File: src/hsi_pkg.sv
// Constants shared by the haptic status and interrupt controller.
// Assumes the single-clock serial register slave in hsi_ctrl.sv.
package hsi_pkg;

    // ==========================================================
    // Register offsets (8-bit register pointer)
    localparam logic [7:0] OFS_SOFT_RESET = 8'h00;
    localparam logic [7:0] OFS_STATUS     = 8'h01;
    localparam logic [7:0] OFS_FLAGS      = 8'h02;
    localparam logic [7:0] OFS_MASK       = 8'h03;
    localparam logic [7:0] OFS_BOOST      = 8'h06;

    // ==========================================================
    // Reset values and command codes
    localparam logic [5:0] RST_FLAGS       = 6'h10;
    localparam logic [7:0] RST_MASK        = 8'hff;
    localparam logic [7:0] RST_BOOST       = 8'h58;
    localparam logic [7:0] CODE_SOFT_RESET = 8'haa;
    localparam logic [1:0] RSVD_ZERO       = 2'h0;
    localparam logic [7:0] READ_ZERO       = 8'h00;

    // ==========================================================
    // Field positions
    localparam int SRC_W          = 6;
    localparam int BIT_UNDERVOLT  = 5;
    localparam int BIT_ALM_EMPTY  = 4;
    localparam int BIT_ALM_FULL   = 3;
    localparam int BIT_OVERCUR    = 2;
    localparam int BIT_OVERTEMP   = 1;
    localparam int BIT_DONE       = 0;
    localparam int BIT_BOOST_MODE = 7;

    // ==========================================================
    // Serial bus byte framing
    localparam logic [3:0] BYTE_BITS = 4'h8;
    localparam logic [3:0] ACK_SLOT  = 4'h9;

    typedef enum logic [2:0] {
        ST_IDLE,
        ST_ADDR,
        ST_PTR,
        ST_WDATA,
        ST_RDATA
    } hsi_state_t;

endpackage : hsi_pkg

File: src/hsi_ctrl.sv
// Status flags, interrupt mask, soft reset and boost supply configuration
// reached over a two-wire serial register bus (7-bit device address).
// Assumes status inputs come from logic on clk_sys; scl and sda are pins.
`timescale 1ns/100ps

module hsi_ctrl
    import hsi_pkg::*;
#(
    parameter logic [6:0] DEV_ADDR = 7'h5a  // Arbitrary bus address
) (
    // Clock and reset
    input  wire logic       clk_sys,
    input  wire logic       rstn,
    // Serial register bus pins
    input  wire logic       sclIn,
    input  wire logic       sdaIn,
    output logic            sdaOut,
    output logic            sdaOe,
    // Live status sources
    input  wire logic       undervoltStatus,
    input  wire logic       bufAlmostEmptyStatus,
    input  wire logic       bufAlmostFullStatus,
    input  wire logic       overcurrentStatus,
    input  wire logic       overtempStatus,
    input  wire logic       playbackDoneStatus,
    // Interrupt and supply control
    output logic            irqOutN,
    output logic            supplyModeSelect,
    output logic [6:0]      supplyVoltageCode
);

    // Zero is the general call address and would answer every broadcast
    if (DEV_ADDR == 7'h00) begin : g_bad_addr
        $error("DEV_ADDR must not be the general call address");
    end

    // ==========================================================
    // Pin synchronisers: a level counts once stages two and three agree
    logic [2:0]  sclSync;
    logic [2:0]  sdaSync;
    logic        sclLvl;
    logic        sdaLvl;
    logic        sclPrev;
    logic        sdaPrev;

    always_ff @(posedge clk_sys or negedge rstn) begin
        if (!rstn) begin
            sclSync <= 3'h7;
            sdaSync <= 3'h7;
        end else begin
            sclSync <= {sclSync[1:0], sclIn};
            sdaSync <= {sdaSync[1:0], sdaIn};
        end
    end

    // Filtered levels and their previous values for edge detection
    always_ff @(posedge clk_sys or negedge rstn) begin
        if (!rstn) begin
            sclLvl  <= 1'b1;
            sdaLvl  <= 1'b1;
            sclPrev <= 1'b1;
            sdaPrev <= 1'b1;
        end else begin
            if (sclSync[1] == sclSync[2]) sclLvl <= sclSync[2];
            if (sdaSync[1] == sdaSync[2]) sdaLvl <= sdaSync[2];
            sclPrev <= sclLvl;
            sdaPrev <= sdaLvl;
        end
    end

    // ==========================================================
    // Bus events
    wire sclRise   = sclLvl & ~sclPrev;
    wire sclFall   = ~sclLvl & sclPrev;
    wire startCond = sclLvl & sclPrev & sdaPrev & ~sdaLvl;
    wire stopCond  = sclLvl & sclPrev & ~sdaPrev & sdaLvl;

    // ==========================================================
    // Register state
    hsi_state_t      state;
    logic [3:0]      bitCnt;
    logic            ackPhase;
    logic            hostAck;
    logic [7:0]      shiftReg;
    logic [7:0]      txByte;
    logic [7:0]      ptr;
    logic [SRC_W-1:0] flags;
    logic [7:0]      mask;
    logic [7:0]      boost;

    // Live status vector in register bit order
    wire [SRC_W-1:0] statusVec = {undervoltStatus,
                                  bufAlmostEmptyStatus,
                                  bufAlmostFullStatus,
                                  overcurrentStatus,
                                  overtempStatus,
                                  playbackDoneStatus};

    // Byte-level decodes of the serial engine
    wire rxState  = (state == ST_ADDR) || (state == ST_PTR)
                    || (state == ST_WDATA);
    wire byteDone = rxState && sclFall && !ackPhase
                    && (bitCnt == BYTE_BITS);
    wire ackEnd   = rxState && sclFall && ackPhase;
    wire addrMatch = (shiftReg[7:1] == DEV_ADDR);
    wire wrEvent  = byteDone && (state == ST_WDATA);
    wire loadTx   = (ackEnd && (state == ST_ADDR) && shiftReg[0])
                    || ((state == ST_RDATA) && sclFall
                        && (bitCnt == ACK_SLOT) && hostAck);
    wire readFlags = loadTx && (ptr == OFS_FLAGS);
    wire softReset = wrEvent && (ptr == OFS_SOFT_RESET)
                     && (shiftReg == CODE_SOFT_RESET);

    // Read mux; unmapped and write-only offsets read zero
    wire [7:0] readData =
        (ptr == OFS_STATUS) ? {RSVD_ZERO, statusVec} :
        (ptr == OFS_FLAGS)  ? {RSVD_ZERO, flags}     :
        (ptr == OFS_MASK)   ? mask                   :
        (ptr == OFS_BOOST)  ? boost                  : READ_ZERO;

    // Set wins over the read clear so no event is lost
    wire [SRC_W-1:0] next_flags =
        (readFlags ? {SRC_W{1'b0}} : flags) | statusVec;

    // Any latched flag whose mask bit is open asks for the interrupt
    wire irqWant = |(flags & ~mask[SRC_W-1:0]);

    // ==========================================================
    // Serial engine: stop and start override any byte in flight
    always_ff @(posedge clk_sys or negedge rstn) begin
        if (!rstn) begin
            state    <= ST_IDLE;
            bitCnt   <= 4'h0;
            ackPhase <= 1'b0;
            hostAck  <= 1'b0;
            shiftReg <= 8'h00;
            txByte   <= 8'h00;
            sdaOe    <= 1'b0;
        end else if (stopCond) begin
            state    <= ST_IDLE;
            ackPhase <= 1'b0;
            sdaOe    <= 1'b0;
        end else if (startCond) begin
            state    <= ST_ADDR;
            bitCnt   <= 4'h0;
            ackPhase <= 1'b0;
            sdaOe    <= 1'b0;
        end else begin
            case (state)
                ST_ADDR, ST_PTR, ST_WDATA: begin
                    if (sclRise && bitCnt < BYTE_BITS) begin
                        shiftReg <= {shiftReg[6:0], sdaLvl};
                        bitCnt   <= bitCnt + 4'h1;
                    end else if (byteDone) begin
                        ackPhase <= 1'b1;
                        sdaOe    <= (state != ST_ADDR) || addrMatch;
                        if (state == ST_ADDR && !addrMatch) begin
                            state <= ST_IDLE;  // Not ours: stay off bus
                        end
                    end else if (ackEnd) begin
                        ackPhase <= 1'b0;
                        bitCnt   <= 4'h0;
                        sdaOe    <= 1'b0;
                        if (loadTx) begin
                            state  <= ST_RDATA;
                            txByte <= readData;
                            sdaOe  <= ~readData[7];
                        end else if (state == ST_ADDR) begin
                            state <= ST_PTR;
                        end else begin
                            state <= ST_WDATA;
                        end
                    end
                end
                ST_RDATA: begin
                    if (sclRise && bitCnt < ACK_SLOT) begin
                        bitCnt <= bitCnt + 4'h1;
                        if (bitCnt == BYTE_BITS) hostAck <= ~sdaLvl;
                    end else if (sclFall && bitCnt == ACK_SLOT) begin
                        bitCnt <= 4'h0;
                        if (hostAck) begin
                            txByte <= readData;
                            sdaOe  <= ~readData[7];
                        end else begin
                            state <= ST_IDLE;  // Host ended the read
                            sdaOe <= 1'b0;
                        end
                    end else if (sclFall && bitCnt == BYTE_BITS) begin
                        sdaOe <= 1'b0;  // Let the host drive its ack
                    end else if (sclFall) begin
                        txByte <= {txByte[6:0], 1'b0};
                        sdaOe  <= ~txByte[6];
                    end
                end
                default: begin
                    state <= ST_IDLE;
                end
            endcase
        end
    end

    // Pointer: set by the second byte, steps after each written byte and as each read byte is loaded
    always_ff @(posedge clk_sys or negedge rstn) begin
        if (!rstn) begin
            ptr <= 8'h00;
        end else if (byteDone && state == ST_PTR) begin
            ptr <= shiftReg;
        end else if (wrEvent || loadTx) begin
            ptr <= ptr + 8'h01;
        end
    end

    // ==========================================================
    // Flags, mask and boost registers
    always_ff @(posedge clk_sys or negedge rstn) begin
        if (!rstn) begin
            flags <= RST_FLAGS;
            mask  <= RST_MASK;
            boost <= RST_BOOST;
        end else begin
            flags <= next_flags;
            if (softReset) begin
                mask  <= RST_MASK;
                boost <= RST_BOOST;
            end else if (wrEvent && ptr == OFS_MASK) begin
                mask <= shiftReg;
            end else if (wrEvent && ptr == OFS_BOOST) begin
                boost <= shiftReg;
            end
        end
    end

    // Interrupt pin: low while any unmasked flag is set
    always_ff @(posedge clk_sys or negedge rstn) begin
        if (!rstn) begin
            irqOutN <= 1'b1;
            sdaOut  <= 1'b0;
        end else begin
            irqOutN <= ~irqWant;
            sdaOut  <= 1'b0;  // Open drain: only ever pulls low
        end
    end

    // Supply controls come straight from the boost register
    assign supplyModeSelect  = boost[BIT_BOOST_MODE];
    assign supplyVoltageCode = boost[6:0];
endmodule : hsi_ctrl

File: config.mk
export PLATFORM = sky130hd
export DESIGN_NAME = hsi_ctrl
export DESIGN_NICKNAME = d
export VERILOG_FILES = /design/src/hsi_pkg.sv /design/src/hsi_ctrl.sv
export SDC_FILE = /design/constraint.sdc
export NUM_CORES = 1
export LEC_CHECK = 0
export BUFFER_PORTS_ARGS = -buffer_cell sky130_fd_sc_hd__buf_2
export CORE_ASPECT_RATIO = 1.1
export CORE_MARGIN = 1.5
export CORE_UTILIZATION = 55
export CTS_CLUSTER_DIAMETER = 50
export DETAILED_ROUTE_END_ITERATION = 8
export PLACE_DENSITY_LB_ADDON = 0.08
export REMOVE_ABC_BUFFERS = 1
export SLEW_MARGIN = 20
export SYNTH_ARGS = -nofsm -noshare
export SYNTH_HDL_FRONTEND = slang
export SYNTH_SLANG_ARGS = --single-unit
export TNS_END_PERCENT = 30
File: constraint.sdc
create_clock -name clk_sys -period 2.4 [get_ports clk_sys]
set_input_delay 0 -clock clk_sys [delete_from_list [all_inputs] [get_ports clk_sys]]
set_output_delay 0 -clock clk_sys [all_outputs]
set_load 0.02 [all_outputs]
* Yosys cells after proc, flatten, opt, wreduce, memory -nomap -nowiden
Index checks and enable logic that the tools add are counted.
Word-level totals: output and inout bits 11, word-level logic and storage cells 182, bits in registers 66
Operators by class: bitwise operators 19, multiplexer cells 59, reduce and logical (&&, ||, !) cells 47, magnitude comparators 2, eq/ne operators 35, add/subtract/negate cells 2
Operator list (count):
- $mux W8 | 11
- $mux W7 | 9
- $mux W3 | 10
- $mux W4 | 6
- $logic_and A1 B1 Y1 | 21
- $ne A4 B4 Y1 const B | 5
- $mux W1 | 18
- $eq A8 B2 Y1 const B | 2
- $reduce_and A5 Y1 | 3
- $pmux W7 S2 | 1
- $ne A2 B2 Y1 const B | 6
- $reduce_and A11 Y1 | 1
- $ne A5 B5 Y1 const B | 2
- $ne A3 B3 Y1 const B | 3
- $not A1 Y1 | 9
- $add A8 B1 Y8 const B | 1
- $eq A4 B4 Y1 const B | 2
- $eq A8 B1 Y1 const B | 1
- $eq A8 B3 Y1 const B | 1
- $eq A8 B8 Y1 const B | 1
- $logic_not A8 Y1 | 1
- $lt A4 B4 Y1 const B | 2
- $pmux W4 S2 | 1
- $reduce_bool A2 Y1 | 4
- other kinds (28) | 43

* Logic depth before layout (Yosys ltp)
word-level depth 15, depth in mapped cells 8, mapped depth without buffers 7

* Worst setup path after synthesis
Ideal clock, no wire load.
path type flip-flop to flip-flop, start reg sclPrev, end reg boost[0], required time 2.272 ns, setup slack 0.109 ns, path buffers 1, data arrival time 2.163 ns, cell stages (with the launch flop) 7, cells stage by stage dfstp_2 > or3b_4 > or3_1 > clkbuf_1 > or2_1 > o21ai_4 > mux2_1
On the way: word-level cells in the longest chain between the ends 9, elaborated cells on any way between the ends 13
Ends and longest elaborated chain:
- from (decl) | RTL line hsi_ctrl.sv:43 | logic sclPrev;
- from (signal assigned) | RTL line hsi_ctrl.sv:66 | sclPrev <= sclLvl;
- $and A1 B1 Y1 (*) | RTL line hsi_ctrl.sv:74 | wire sclFall = ~sclLvl & sclPrev;
- $logic_and A1 B1 Y1 (*) (2 in series) | RTL line hsi_ctrl.sv:102 | wire byteDone = rxState && sclFall && !ackPhase
- $logic_and A1 B1 Y1 (*) | RTL line hsi_ctrl.sv:103 | && (bitCnt == BYTE_BITS);
- $logic_and A1 B1 Y1 (*) | RTL line hsi_ctrl.sv:106 | wire wrEvent = byteDone && (state == ST_WDATA);
- $logic_and A1 B1 Y1 | RTL line hsi_ctrl.sv:111 | wire softReset = wrEvent && (ptr == OFS_SOFT_RESET)
- $logic_and A1 B1 Y1 | RTL line hsi_ctrl.sv:112 | && (shiftReg == CODE_SOFT_RESET);
- $ne A2 B2 Y1 (no line) / $reduce_bool A2 Y1 (equally long branches)
- $reduce_and A2 Y1 (no line)
- to (signal assigned) | RTL line hsi_ctrl.sv:228 | boost <= shiftReg;
- to (decl) | RTL line hsi_ctrl.sv:89 | logic [7:0] boost;
Every way passes the cells marked *; elsewhere a longest branch is shown, timed or not. A chain may end at the register's enable or synchronous reset.

* Worst setup path in the final report
start reg sclPrev, end reg sdaOe
On the way: word-level cells in the longest chain between the ends 13, elaborated cells on any way between the ends 38
Ends and longest elaborated chain:
- $and A1 B1 Y1 | RTL line hsi_ctrl.sv:74
- $logic_and A1 B1 Y1 | RTL line hsi_ctrl.sv:102, hsi_ctrl.sv:104
- $logic_and A1 B1 Y1 | RTL line hsi_ctrl.sv:104 | wire ackEnd = rxState && sclFall && ackPhase;
- $logic_and A1 B1 Y1 (2 in series) | RTL line hsi_ctrl.sv:107 | wire loadTx = (ackEnd && (state == ST_ADDR) && shiftReg[0])
- $logic_or A1 B1 Y1 | RTL line hsi_ctrl.sv:108 | || ((state == ST_RDATA) && sclFall
- $mux W1 | RTL line hsi_ctrl.sv:164 | if (loadTx) begin
- $mux W1 | RTL line hsi_ctrl.sv:160 | end else if (ackEnd) begin
- $mux W1 | RTL line hsi_ctrl.sv:154 | end else if (byteDone) begin
- $mux W1 | RTL line hsi_ctrl.sv:151 | if (sclRise && bitCnt < BYTE_BITS) begin
- $pmux W1 S2 | RTL line hsi_ctrl.sv:149 | case (state)
- $mux W1 | RTL line hsi_ctrl.sv:143 | end else if (startCond) begin
- $mux W1 | RTL line hsi_ctrl.sv:139 | end else if (stopCond) begin
- to (signal assigned) | RTL line hsi_ctrl.sv:156 | sdaOe <= (state != ST_ADDR) || addrMatch;
- to (signal assigned) | RTL line hsi_ctrl.sv:167 | sdaOe <= ~readData[7];
- to (signal assigned) | RTL line hsi_ctrl.sv:183 | sdaOe <= ~readData[7];
- to (decl) | RTL line hsi_ctrl.sv:18 | output logic sdaOe,
Several ways; a longest one is shown, not always the timed one. The select of a mux whose other input is x is not followed.

==> out/results.ini <==
[run_status]
outcome = finished clean

[floorplan]
die_w_um = 80.92
ioPinCount = 21
initial_core_util = 0.5637
fp.dieH_um = 88.72
fp-row-count = 31
die_area_um2 = 7179
core_um2 = 6516

[clock_network]
root_buffer = clkbuf_8
cts_setup_buffers = 0
clkLatencyLatePin_ns = 0.35
clock_path_buffers = 2
clk_pin_slew_ns = 0.07
cts.sinks = 66
numCtsBuffers = 9
htree_num_levels = 3
cts_tree = built

[job]
maxCapViolCount = 0

[layout]
stdcell_area_um2 = 4324
syn_to_final_growth_pct = 17.71
instances_no_fill = 479
num_antenna_cells = 0
nets = 409
fillerInstances = 533
drive_above_1_share = 0.2947

[sta]
final_max_slew_viol_count = 0
slew_headroom = 0.4995
worst_clock_skew_ns = 0.009796
period_minus_slack_ns = 2.308
rsz0062_at_grt = yes
period_share = 0.9617
max_freq_ghz = 0.4332
fin_ws_ns = 0.09185
tightest_slew_ns = 0.7507
setup_violations = 0
hold_violations = 0

[worst_setup_path]
cp.required_ns = 2.65
crit_path_max_incr_delay_ns = 0.57
cp-startpoint = sclPrev$_DFF_PN1_
arrival_ns = 2.56
cp-endpoint = sdaOe$_DFFE_PN0P_
cpMaxStageDelayCell = dfstp_2
cp_cell_sequence = or3b_4 > or2_1 > a41o_1 > or3b_1 > o32ai_2
criticalPathCategory = reg -> reg
cp-start-kind = register
crit_fanout = 6
cp-end-kind = register
ff2ff_setup_slack_ns = 0.09
r2r-start = sclPrev$_DFF_PN1_
reg2reg_to = sdaOe$_DFFE_PN0P_
r2r_cells = 5

[global_route]
grt_pass1_wl_um = 13850
overflow = 0
grt_use_total = 0.2594
grt_max_degree = 35
antenna_found_initial = 0
grt_pass1_vias = 2811

[detailed_routing]
first_pass_iters = 4
drt-initial-drc-count = 164
post_drt_wl_per_cell_um = 17.75
vias = 2879
routed_wl_um = 8504
drtAntennaViolNets = 0
viasPerCell = 6.010
drc = 0

[placement]
dp_hpwl_um = 6142
gp_congestion = 0.8665
portBuffers = 19
place_inst = 454
dp_slack_ns = 0.09352
placed_cell_area_um2 = 3973

[logic_synthesis]
yosysTopAreaCellShare = 0.2929
yosysTopAreaCell = dfrtp_1
avgSynthCellArea_um2 = 10.59
synthTopCellsByCount = dfrtp_1 (43), inv_1 (25), dfstp_2 (23), nand2_1 (19), mux2_2 (18)
ys_warn_count = 0
synth_top_cells_by_area = dfrtp_1 (29%), dfstp_2 (16%), mux2_2 (5.5%), inv_1 (2.6%), ha_1 (2.4%)
ys_ff_latch = 66
synth_edf_count = 0
seq_area_frac_synth = 0.4574
synthArstFlopShare = 1.000
synth-main-ff-cell = dfrtp_1
yosysMostFrequentCell = dfrtp_1
synth_area_um2 = 3674
synthCells = 347
synth_cell_types = 74

[power]
ir_drop_v = 0.0005629
powerDensity_nw_per_um2 = 687.0
p_leak_uw = 0.001779

[worst_hold_path]
min_path_type = in -> async

layout by cell type (no fill, tap or decap), drive strengths merged, types with 5 or more instances in the layout:
cell type | netlist | layout
buf | 12 | 44
dfrtp | 43 | 43
inv | 25 | 25
dfstp | 23 | 23
nand2 | 19 | 19
mux2 | 19 | 19
nor2 | 14 | 14
nand2b | 13 | 13
o21ai | 13 | 13
a21oi | 12 | 12
clkbuf | 7 | 12
a22oi | 9 | 9
a2bb2oi | 9 | 9
dlygate4sd3 | 0 | 9
nor4 | 9 | 9
nand3 | 8 | 8
a21o | 8 | 8
ha | 7 | 7
a221o | 6 | 6
mux2i | 6 | 6
a31oi | 6 | 6
nor3 | 5 | 5
a2111oi | 5 | 5
registers in the layout (all words and copies together) (netlist names):
register  count
ptr           8
hostAck       1
ackPhase      1
sdaSync       3
shiftReg      8
sclPrev       1
sclSync       3
sdaPrev       1
sdaOe         1
flags         6
txByte        7
bitCnt        4
irqOutN       1
boost         8
sdaLvl        1
mask          8
state         3
sclLvl        1
logic make-up (layout without fill, tap and decap cells):
| group | count (synthesis) | in the layout | synth area share |
|---|---|---|---|
| simple gates | 103 | 103 | 0.1700 |
| buf+inv | 44 | 94 | 0.05245 |
| mux | 25 | 25 | 0.07459 |
| flops | 66 | 66 | 0.4574 |
| xor+xnor | 5 | 5 | 0.01192 |
| fa+ha+maj | 9 | 9 | 0.02929 |
| other cells | 1 | 1 | 0.001021 |
| compound gates | 94 | 94 | 0.2033 |
worst max-delay path, delay by kind of cell, from the launching register on:
family | cells | cell delay, ns
AOI/OAI and AO/OA | 2 | 0.55
DFF | 1 | 0.57
and+or+nand+nor | 3 | 1.11
power by group:
| group | internal (uW) | total [uW] | switching [uW] |
|---|---|---|---|
| sequential | 1230 | 1400 | 174 |
| combinational | 256 | 490 | 234 |
| clock | 643 | 1080 | 438 |
routing by layer:
metal | track usage | part of all wire | up-vias
met4 | 0.1160 | 0.023 | 0
met2 | 0.4258 | 0.49 | 61
met5 | 0 | 0 | -
met3 | 0.03814 | 0.040 | 22
li1 | - | - | 1384
met1 | 0.3397 | 0.44 | 1412
stage by stage:
step	total power (uW)	hold WS, ns	TNS [ns]	util
final	2971	0.2538	0	0.6636
after detailed placement	1896	0.1066	0	0.6096
after CTS	2983	0.2808	0	0.6586
after floorplan	1687	-0.2956	0	-
after global routing	3109	0.3038	-0.001014	0.6636
after global placement	1880	0.1065	0	0.6096
how the worst min path moves through the flow:
stage	cells after the start	slack, ns	startpoint	end
global route	2	0.30	sdaIn	sdaSync[0]$_DFF_PN1_
CTS	2	0.28	rstn	boost[5]$_DFFE_PN0P_
global placement	1	0.11	rstn	boost[5]$_DFFE_PN0P_
finish	2	0.25	rstn	boost[5]$_DFFE_PN0P_
floorplan	0	-0.30	rstn	ackPhase$_DFFE_PN0P_
detailed placement	1	0.11	rstn	boost[5]$_DFFE_PN0P_
what timing repair did:
item | CTS | global route
hold buffers | 9 | 0
endpoints found under the setup margin | 0 | 18
gates resized for setup | 0 | 9
endpoints found under the hold margin | 29 | 0
cell type report:
class	count	area, um2	share of cell area
Multi-Input combinational cell	237	1833	0.4239
Sequential cell	66	1680	0.3886
Timing Repair Buffer	53	385.4	0.08912
Clock buffer	12	155.1	0.03588
Tap cell	82	102.6	0.02373
Inverter	25	93.84	0.02170
Clock inverter	4	73.82	0.01707
(Power assumes the default switching activity.)
